===== src/pkg/mtc_pkg.sv =====
// constants for the measurement trigger control block
// Notes on behaviour
// - immediate force fires, completes on acceptance
// - single force fires, completes after sweep
// - force outside trigger wait: error, ignored
// - point-trigger enable, readable, off after reset
// - internal source ignores point-trigger enable
// - external trigger delay, 10 us steps
// - external edge polarity selectable, negative default
// - four trigger origins, internal default
// - internal origin triggers continuously by itself
// - external edge on connector or handler
// - manual key fires a trigger
// - bus trigger command fires a trigger
// - origin change during sweep aborts sweep
// - channel scope all or active only
// - active channel change moves continuous measurement
package mtc_pkg;
  // -------------------------------------------------------------------
  // register byte offsets
  // -------------------------------------------------------------------
  localparam logic [4:0] OFF_CTRL     = 5'h00;
  localparam logic [4:0] OFF_DELAY    = 5'h04;
  localparam logic [4:0] OFF_CMD      = 5'h08;
  localparam logic [4:0] OFF_STATUS   = 5'h0C;
  localparam logic [4:0] OFF_IRQ_STAT = 5'h10;
  localparam logic [4:0] OFF_IRQ_EN   = 5'h14;
  localparam logic [4:0] OFF_IRQ_CLR  = 5'h18;
  // -------------------------------------------------------------------
  // field positions
  // -------------------------------------------------------------------
  localparam int CTRL_SRC_LO = 0;
  localparam int CTRL_POL    = 2;
  localparam int CTRL_POINT  = 3;
  localparam int CTRL_SCOPE  = 4;
  localparam int CTRL_CONT   = 5;
  localparam int CTRL_W      = 6;
  localparam int CMD_IMM     = 0;
  localparam int CMD_SINGLE  = 1;
  localparam int CMD_BUSTRG  = 2;
  localparam int CMD_INIT    = 3;
  localparam int ST_WAIT_B   = 0;
  localparam int ST_BUSY_B   = 1;
  localparam int ST_DLY_B    = 2;
  localparam int ST_SPEND_B  = 3;
  localparam int EV_FIRE     = 0;
  localparam int EV_SWEEP    = 1;
  localparam int EV_ERR      = 2;
  localparam int EV_IMM      = 3;
  localparam int EV_SINGLE   = 4;
  localparam int EV_W        = 5;
  localparam int DLY_W       = 20;
  // -------------------------------------------------------------------
  // encodings and reset values
  // -------------------------------------------------------------------
  typedef enum logic [1:0] {SRC_INT, SRC_EXT, SRC_MAN, SRC_BUS} mtc_src_t;
  localparam logic [CTRL_W-1:0] CTRL_RST  = 6'h00;
  localparam logic [DLY_W-1:0]  DLY_RST   = 20'h0_0000;
  localparam logic [DLY_W-1:0]  DLY_MAX   = 20'hF_4240;
  localparam logic [EV_W-1:0]   EV_RST    = 5'h00;
  // -------------------------------------------------------------------
  // timing
  // -------------------------------------------------------------------
  localparam int CLK_PS      = 4000;
  localparam int DLY_STEP_PS = 10000000;
  localparam int STEP_CYC    = DLY_STEP_PS / CLK_PS;
endpackage


===== src/rtl/mtc_trigger.sv =====
// trigger control core with avalon register slave
//
// Register access over Avalon-MM and the address map were chosen for this implementation.
`timescale 1ns/1ps
module mtc_trigger #(
  parameter int N_CH     = 4,
  parameter int CH_W     = 2,
  parameter int STEP_CYC = mtc_pkg::STEP_CYC
) (
  input  wire logic                   clk_sys,
  input  wire logic                   reset_n,
  input  wire logic [4:0]             avs_address,
  input  wire logic                   avs_read,
  input  wire logic                   avs_write,
  input  wire logic [31:0]            avs_writedata,
  output logic      [31:0]            avs_readdata,
  output logic                        avs_waitrequest,
  input  wire logic                   ext_trig_in,
  input  wire logic                   handler_trig_in,
  input  wire logic                   manual_key,
  input  wire logic                   point_done,
  input  wire logic                   sweep_done,
  input  wire logic [CH_W-1:0]        active_channel,
  output logic                        meas_start,
  output logic                        meas_point_mode,
  output logic                        sweep_abort,
  output logic      [N_CH-1:0]        chan_mask,
  output logic                        irq
);
  import mtc_pkg::*;

  typedef enum logic [1:0] {S_IDLE, S_WAIT, S_DELAY, S_MEAS} mtc_state_t;

  // -------------------------------------------------------------------
  // bus slave
  // -------------------------------------------------------------------
  logic                    ack;
  logic [CTRL_W-1:0]       ctrl;
  logic [DLY_W-1:0]        dly;
  logic [EV_W-1:0]         irq_stat;
  logic [EV_W-1:0]         irq_en;
  mtc_state_t              state;
  mtc_state_t              next_state;
  logic                    single_pend;
  logic [31:0]             next_rdata;
  wire                     acc     = (avs_read | avs_write) & ~ack;
  wire                     wr      = avs_write & ack;
  wire                     wr_ctrl = wr & (avs_address == OFF_CTRL);
  wire                     wr_cmd  = wr & (avs_address == OFF_CMD);
  wire mtc_src_t           src     = mtc_src_t'(ctrl[CTRL_SRC_LO +: 2]);
  wire mtc_src_t           new_src = mtc_src_t'(avs_writedata[CTRL_SRC_LO +: 2]);
  wire                     trig_wait = (state == S_WAIT);
  wire                     busy    = (state == S_DELAY) | (state == S_MEAS);
  wire [3:0]               status  = {single_pend, state == S_DELAY, busy, trig_wait};

  assign avs_waitrequest = (avs_read | avs_write) & ~ack;

  always_comb begin
    case (avs_address)
      OFF_CTRL:     next_rdata = 32'(ctrl);
      OFF_DELAY:    next_rdata = 32'(dly);
      OFF_STATUS:   next_rdata = 32'(status);
      OFF_IRQ_STAT: next_rdata = 32'(irq_stat);
      OFF_IRQ_EN:   next_rdata = 32'(irq_en);
      default:      next_rdata = 32'h0000_0000;
    endcase
  end

  always_ff @(posedge clk_sys or negedge reset_n) begin
    if (!reset_n) begin
      ack          <= 1'b0;
      avs_readdata <= 32'h0000_0000;
    end else begin
      ack          <= acc;
      if (acc && avs_read) begin
        avs_readdata <= next_rdata;
      end
    end
  end

  // settings: source, polarity, point, scope, continuous, delay
  always_ff @(posedge clk_sys or negedge reset_n) begin
    if (!reset_n) begin
      ctrl   <= CTRL_RST;
      dly    <= DLY_RST;
      irq_en <= EV_RST;
    end else begin
      if (wr_ctrl) begin
        ctrl <= avs_writedata[CTRL_W-1:0];
      end
      if (wr && avs_address == OFF_DELAY) begin
        dly <= (avs_writedata[DLY_W-1:0] > DLY_MAX) ? DLY_MAX : avs_writedata[DLY_W-1:0];
      end
      if (wr && avs_address == OFF_IRQ_EN) begin
        irq_en <= avs_writedata[EV_W-1:0];
      end
    end
  end

  // -------------------------------------------------------------------
  // trigger event detection
  // -------------------------------------------------------------------
  logic                    ext_q;
  logic                    hnd_q;
  logic                    key_q;
  logic [CH_W-1:0]         chan_q;
  wire                     pos     = ctrl[CTRL_POL];
  wire                     ext_e   = pos ? (ext_trig_in & ~ext_q) : (~ext_trig_in & ext_q);
  wire                     hnd_e   = pos ? (handler_trig_in & ~hnd_q)
                                         : (~handler_trig_in & hnd_q);
  wire                     ext_hit = ext_e | hnd_e;
  wire                     key_hit = manual_key & ~key_q;
  wire                     cmd_imm = wr_cmd & avs_writedata[CMD_IMM];
  wire                     cmd_sgl = wr_cmd & avs_writedata[CMD_SINGLE];
  wire                     frc_any = cmd_imm | cmd_sgl;
  wire                     bus_trg = wr_cmd & avs_writedata[CMD_BUSTRG];
  wire                     src_hit = (src == SRC_INT)
                                   | ((src == SRC_EXT) & ext_hit)
                                   | ((src == SRC_MAN) & key_hit)
                                   | ((src == SRC_BUS) & bus_trg);
  wire                     fire    = trig_wait & (frc_any | src_hit);
  wire                     bad_frc = frc_any & ~trig_wait;
  wire                     go_dly  = fire & ~frc_any & (src == SRC_EXT) & (dly != DLY_RST);
  wire                     point_eff = ctrl[CTRL_POINT] & (src != SRC_INT);
  wire                     src_chg = wr_ctrl & (new_src != src) & busy;
  wire                     ch_chg  = (active_channel != chan_q) & ctrl[CTRL_SCOPE]
                                   & ctrl[CTRL_CONT] & busy;
  wire                     abort   = src_chg | ch_chg;

  always_ff @(posedge clk_sys or negedge reset_n) begin
    if (!reset_n) begin
      ext_q  <= 1'b0;
      hnd_q  <= 1'b0;
      key_q  <= 1'b0;
      chan_q <= '0;
    end else begin
      ext_q  <= ext_trig_in;
      hnd_q  <= handler_trig_in;
      key_q  <= manual_key;
      chan_q <= active_channel;
    end
  end

  // -------------------------------------------------------------------
  // external delay timer, one step per 10 us tick
  // -------------------------------------------------------------------
  logic [31:0]             tick;
  logic [DLY_W-1:0]        steps;
  wire                     tick_end = (tick == 32'(STEP_CYC - 1));
  wire                     dly_end  = (state == S_DELAY) & tick_end & (steps == DLY_W'(1));

  always_ff @(posedge clk_sys or negedge reset_n) begin
    if (!reset_n) begin
      tick  <= 32'h0000_0000;
      steps <= DLY_RST;
    end else if (go_dly) begin
      tick  <= 32'h0000_0000;
      steps <= dly;
    end else if (state == S_DELAY) begin
      tick  <= tick_end ? 32'h0000_0000 : tick + 32'h0000_0001;
      steps <= tick_end ? steps - DLY_W'(1) : steps;
    end
  end

  // -------------------------------------------------------------------
  // trigger sequencer
  // -------------------------------------------------------------------
  wire                     start = (fire & ~go_dly) | (dly_end & ~abort);
  wire                     sw_end = (state == S_MEAS) & sweep_done & ~abort;
  wire                     rearm = ctrl[CTRL_CONT] | (wr_cmd & avs_writedata[CMD_INIT]);

  always_comb begin
    next_state = state;
    case (state)
      S_IDLE:  next_state = rearm ? S_WAIT : S_IDLE;
      S_WAIT:  next_state = go_dly ? S_DELAY : (fire ? S_MEAS : S_WAIT);
      S_DELAY: next_state = abort ? S_WAIT : (dly_end ? S_MEAS : S_DELAY);
      S_MEAS: begin
        if (abort) begin
          next_state = S_WAIT;
        end else if (sweep_done) begin
          next_state = ctrl[CTRL_CONT] ? S_WAIT : S_IDLE;
        end else if (point_done && point_eff) begin
          next_state = S_WAIT;
        end
      end
      default: next_state = S_IDLE;
    endcase
  end

  always_ff @(posedge clk_sys or negedge reset_n) begin
    if (!reset_n) begin
      state       <= S_IDLE;
      single_pend <= 1'b0;
    end else begin
      state       <= next_state;
      if (fire && cmd_sgl) begin
        single_pend <= 1'b1;
      end else if (sw_end || abort) begin
        single_pend <= 1'b0;
      end
    end
  end

  // -------------------------------------------------------------------
  // outputs to the measurement engine
  // -------------------------------------------------------------------
  wire [N_CH-1:0]          act_mask = N_CH'(1) << active_channel;

  always_ff @(posedge clk_sys or negedge reset_n) begin
    if (!reset_n) begin
      meas_start      <= 1'b0;
      meas_point_mode <= 1'b0;
      sweep_abort     <= 1'b0;
      chan_mask       <= '1;
    end else begin
      meas_start      <= start;
      meas_point_mode <= point_eff;
      sweep_abort     <= abort;
      chan_mask       <= ctrl[CTRL_SCOPE] ? act_mask : '1;
    end
  end

  // -------------------------------------------------------------------
  // interrupt status: set wins over clear
  // -------------------------------------------------------------------
  logic [EV_W-1:0]         ev;
  wire  [EV_W-1:0]         clr = (wr && avs_address == OFF_IRQ_CLR) ? avs_writedata[EV_W-1:0]
                                                                    : EV_RST;

  always_comb begin
    ev           = EV_RST;
    ev[EV_FIRE]  = start;
    ev[EV_SWEEP] = sw_end;
    ev[EV_ERR]   = bad_frc;
    ev[EV_IMM]   = fire & cmd_imm;
    ev[EV_SINGLE] = sw_end & single_pend;
  end

  always_ff @(posedge clk_sys or negedge reset_n) begin
    if (!reset_n) begin
      irq_stat <= EV_RST;
    end else begin
      irq_stat <= (irq_stat & ~clr) | ev;
    end
  end

  assign irq = |(irq_stat & irq_en);
endmodule


===== config.mk =====
export PLATFORM = sky130hd
export DESIGN_NAME = mtc_trigger
export DESIGN_NICKNAME = d
export VERILOG_FILES = /design/src/pkg/mtc_pkg.sv /design/src/rtl/mtc_trigger.sv
export SDC_FILE = /design/constraint.sdc
export NUM_CORES = 1
export LEC_CHECK = 0
export ABC_AREA = 1
export BUFFER_PORTS_ARGS = -buffer_cell sky130_fd_sc_hd__buf_2
export CORE_MARGIN = 2
export CORE_UTILIZATION = 45
export CTS_BUF_LIST = sky130_fd_sc_hd__clkbuf_4
export CTS_CLUSTER_DIAMETER = 40
export DETAILED_ROUTE_END_ITERATION = 8
export GPL_ROUTABILITY_DRIVEN = 0
export HOLD_SLACK_MARGIN = 0.12
export PLACE_DENSITY = 0.67
export SYNTH_ARGS = -nofsm -noshare
export SYNTH_HDL_FRONTEND = slang
export SYNTH_SLANG_ARGS = --single-unit

===== constraint.sdc =====
create_clock -name clk_sys -period 2.3 [get_ports clk_sys]
set_input_delay 0.46 -clock clk_sys [delete_from_list [all_inputs] [get_ports clk_sys]]
set_output_delay 0.46 -clock clk_sys [all_outputs]
set_load 0.01 [all_outputs]

==> results.md <==
* Status: finished, final reports clean
* Wire per inst at between 10 and 15 um
* Post-synthesis register bit count at 124
* Post-synth top cells: nand2_1 (292), dfrtp_1 (120), inv_1 (89)
* Period minus WS final at 2.081 ns
* DR vias at 6766
* Initial Util at between 40 and 50%
* Synth Cell Area at 7378 sq um
* All-Layer GR Usage at 22.07%
* H-tree depth at 4
* NumNets Final at 1124
* Initial antenna violation count at 1
* Sum of negative setup slack at 0 ns
* Reg area at ~3100 sq um
* Detailed Routing Iterations Pass 1 at 5
* Setup crit end kind: output port
* Setup crit start: irq_stat[3]
* Footprint of the multi-input gates at 3672 sq um
* WS Path Type: flip-flop to output port
* Max Freq at ~480 MHz
* Die height at 132.0 um
* Dpl hpwl at 13580 um
* Endpoints failing setup at 0
* Max Slew Vio Count at 0
* Die Area at roughly 17000 sq um
* Ports at 89
* RSZ-0062 raised after global routing: no
* WHS at ~0.15 ns
* CTS Buffer Depth at 2
* First-pass GRT wire length at between 30000 and 40000 um
* Mapped Cells at between 900 and 1000
* CTS tree: done
* DRC at 0
* Fillers at 1589
* Worst Skew at 0.02923 ns
* Rel. slew slack at 52.70%
* Count leader, synth: nand2_1
* Share of layout cells above drive strength 1 at 15.84%
* WL final at 18730 um
* Vias in the first global route at 6218
* Placeable Area at 15940 sq um
* Largest net degree at the start of global routing at 52
* CTS buffer count at 17
* Warnings, synthesis at 0
* Post-synthesis sequential area ratio at 42.12%
* Synth Area per Inst at 7.438 sq um
* Hold Crit Start: avs_writedata[7]
* Number of flops mapped to enable cells by yosys at 0
* Root buf cell: clkbuf_4
* Largest area contributor in the netlist: dfrtp_1
* Async S/R FF share, synth at 100.0%
* Clock slew at reported path FFs at 0.13 ns
* Leakage at around 0.0041 uW
* Hold Violations, Final at 0
* Main flop type after synthesis: dfrtp_1
* Area contributors post-synth: dfrtp_1 (41%), nand2_1 (15%), nand3_1 (5.2%)
* Clock sinks at 124
* Library cells used by synthesis at 47
* Launching point of the worst reg2reg path: tick[0]
* Final period util at between 90% and 100%
* Worst hold path depth at 3
* Post-synth top area share at 40.70%
* Num rows at 46
* Worst-Skew Late Latency at between 0.5 and 0.6 ns
* Worst Path Required at 1.84 ns
* Crit path DAT at 1.62 ns
* Worst vdd ir at between 0.5 and 0.6 mV
* Max_cap viols at 0
* Port Buffer Count at 64
* Via density at slightly above 5
* Die width at 132.0 um
* Number of antenna-violating nets in the routed design at 0
* Initial drt markers at 429
* Worst hold path type: input pin to flip-flop
* CP Launch Type: flip-flop
* Layout Area Growth over Synthesis at 12.41%
* Grt total ovfl at 0
* Worst Path Max Fanout at 3
* Worst r2r path cells at 11
* Actual slew at the worst max-slew pin at 0.7087 ns
* Pwr Density at 957.1 nW/um^2
==> routing by layer <==
metal / vias to the layer above / track usage [%] / share of wire, %
li1: 3405 / - / -
met1: 3147 / 31.13 / 48
met2: 188 / 34.52 / 45
met3: 26 / 3.806 / 4.7
met4: 0 / 7.367 / 1.8
met5: - / 0 / 0
==> final timing paths <==
check | endpoint | slack [ns]
worst max-delay path | irq | 0.22
worst max register to register | tick[30] | 0.30
worst min register to register | ack | 0.46
min in group asynchronous | avs_readdata[19] | 0.26
max in group asynchronous | tick[25] | 1.32
worst min-delay path | dly[7] | 0.15
==> stage by stage <==
stage	area [sq um]	power, uW	util, %	std cells	setup WS (ns)
after floorplan	7420	5675	-	1003	0.6967
final	8294	7938	52.02	1303	0.2191
after global placement	7874	6355	49.39	1256	0.2301
after CTS	8284	7968	51.96	1302	0.1410
after detailed placement	7874	6413	49.39	1256	0.1679
after global routing	8294	8623	52.02	1303	0.06791
==> layout make-up <==
class                   instances  share of cell area, %
diodes                          1                0.03017
inverters                     100                  4.526
clock inverters                14                  1.629
flip-flops and latches        124                  37.47
repair buffers                 94                  7.181
clock buffers                  18                  1.629
well taps                     216                  3.258
multi-input cells             736                  44.28
==> power by group <==
group	switching, uW	internal [uW]
clock network	947	571
registers	610	2710
logic	1940	1160
total	3500	4440
==> worst max-delay path, stage by stage, from the launching register on <==
cell,delay (ns)
dfrtp_1,0.43
nand2_1,0.07
nand2_1,0.04
a221oi_1,0.24
o21ai_0,0.12
buf_2,0.15
==> sequential cells by signal, summed over array words and instances (netlist names) <==
register,count
avs_readdata,20
tick,32
ack,1
meas_start,1
dly,20
single_pend,1
key_q,1
meas_point_mode,1
hnd_q,1
steps,20
chan_mask,4
irq_stat,5
irq_en,5
chan_q,2
ext_q,1
sweep_abort,1
ctrl,6
state,2
==> logic make-up (layout without fill, tap and decap cells) <==
kind of cell	after synthesis	count (layout)	share of synthesized area, %
xor+xnor	29	29	3.443
fa+ha+maj	3	3	0.5088
compound gates	119	119	9.903
other cells	1	13	0.05082
simple gates	573	573	35.20
buf+inv	143	226	8.767
flops	124	124	42.12
==> layout by cell type, fill, tap and decap left out, types with 8 or more instances in the layout <==
cell,instances
nand4_1,53
o211ai_1,22
nand3_1,77
nor2_1,88
o21ai_1,16
xor2_1,21
inv_2,9
nor3_1,13
buf_4,16
o21ai_0,50
dlygate4sd3_1,14
a21oi_1,9
buf_2,63
clkbuf_4,18
xnor2_1,8
inv_1,89
dfrtp_1,120
nor2_2,14
conb_1,12
nand2_1,292
==> timing repair <==
| item | in CTS | in global routing |
|---|---|---|
| hold endpoints to repair | 126 | 0 |
| endpoints found under the setup margin | 0 | 18 |
| hold buffers | 14 | 0 |
| resized for setup | 0 | 1 |
| buffers inserted | 0 | 0 |
(Power assumes the default switching activity.)
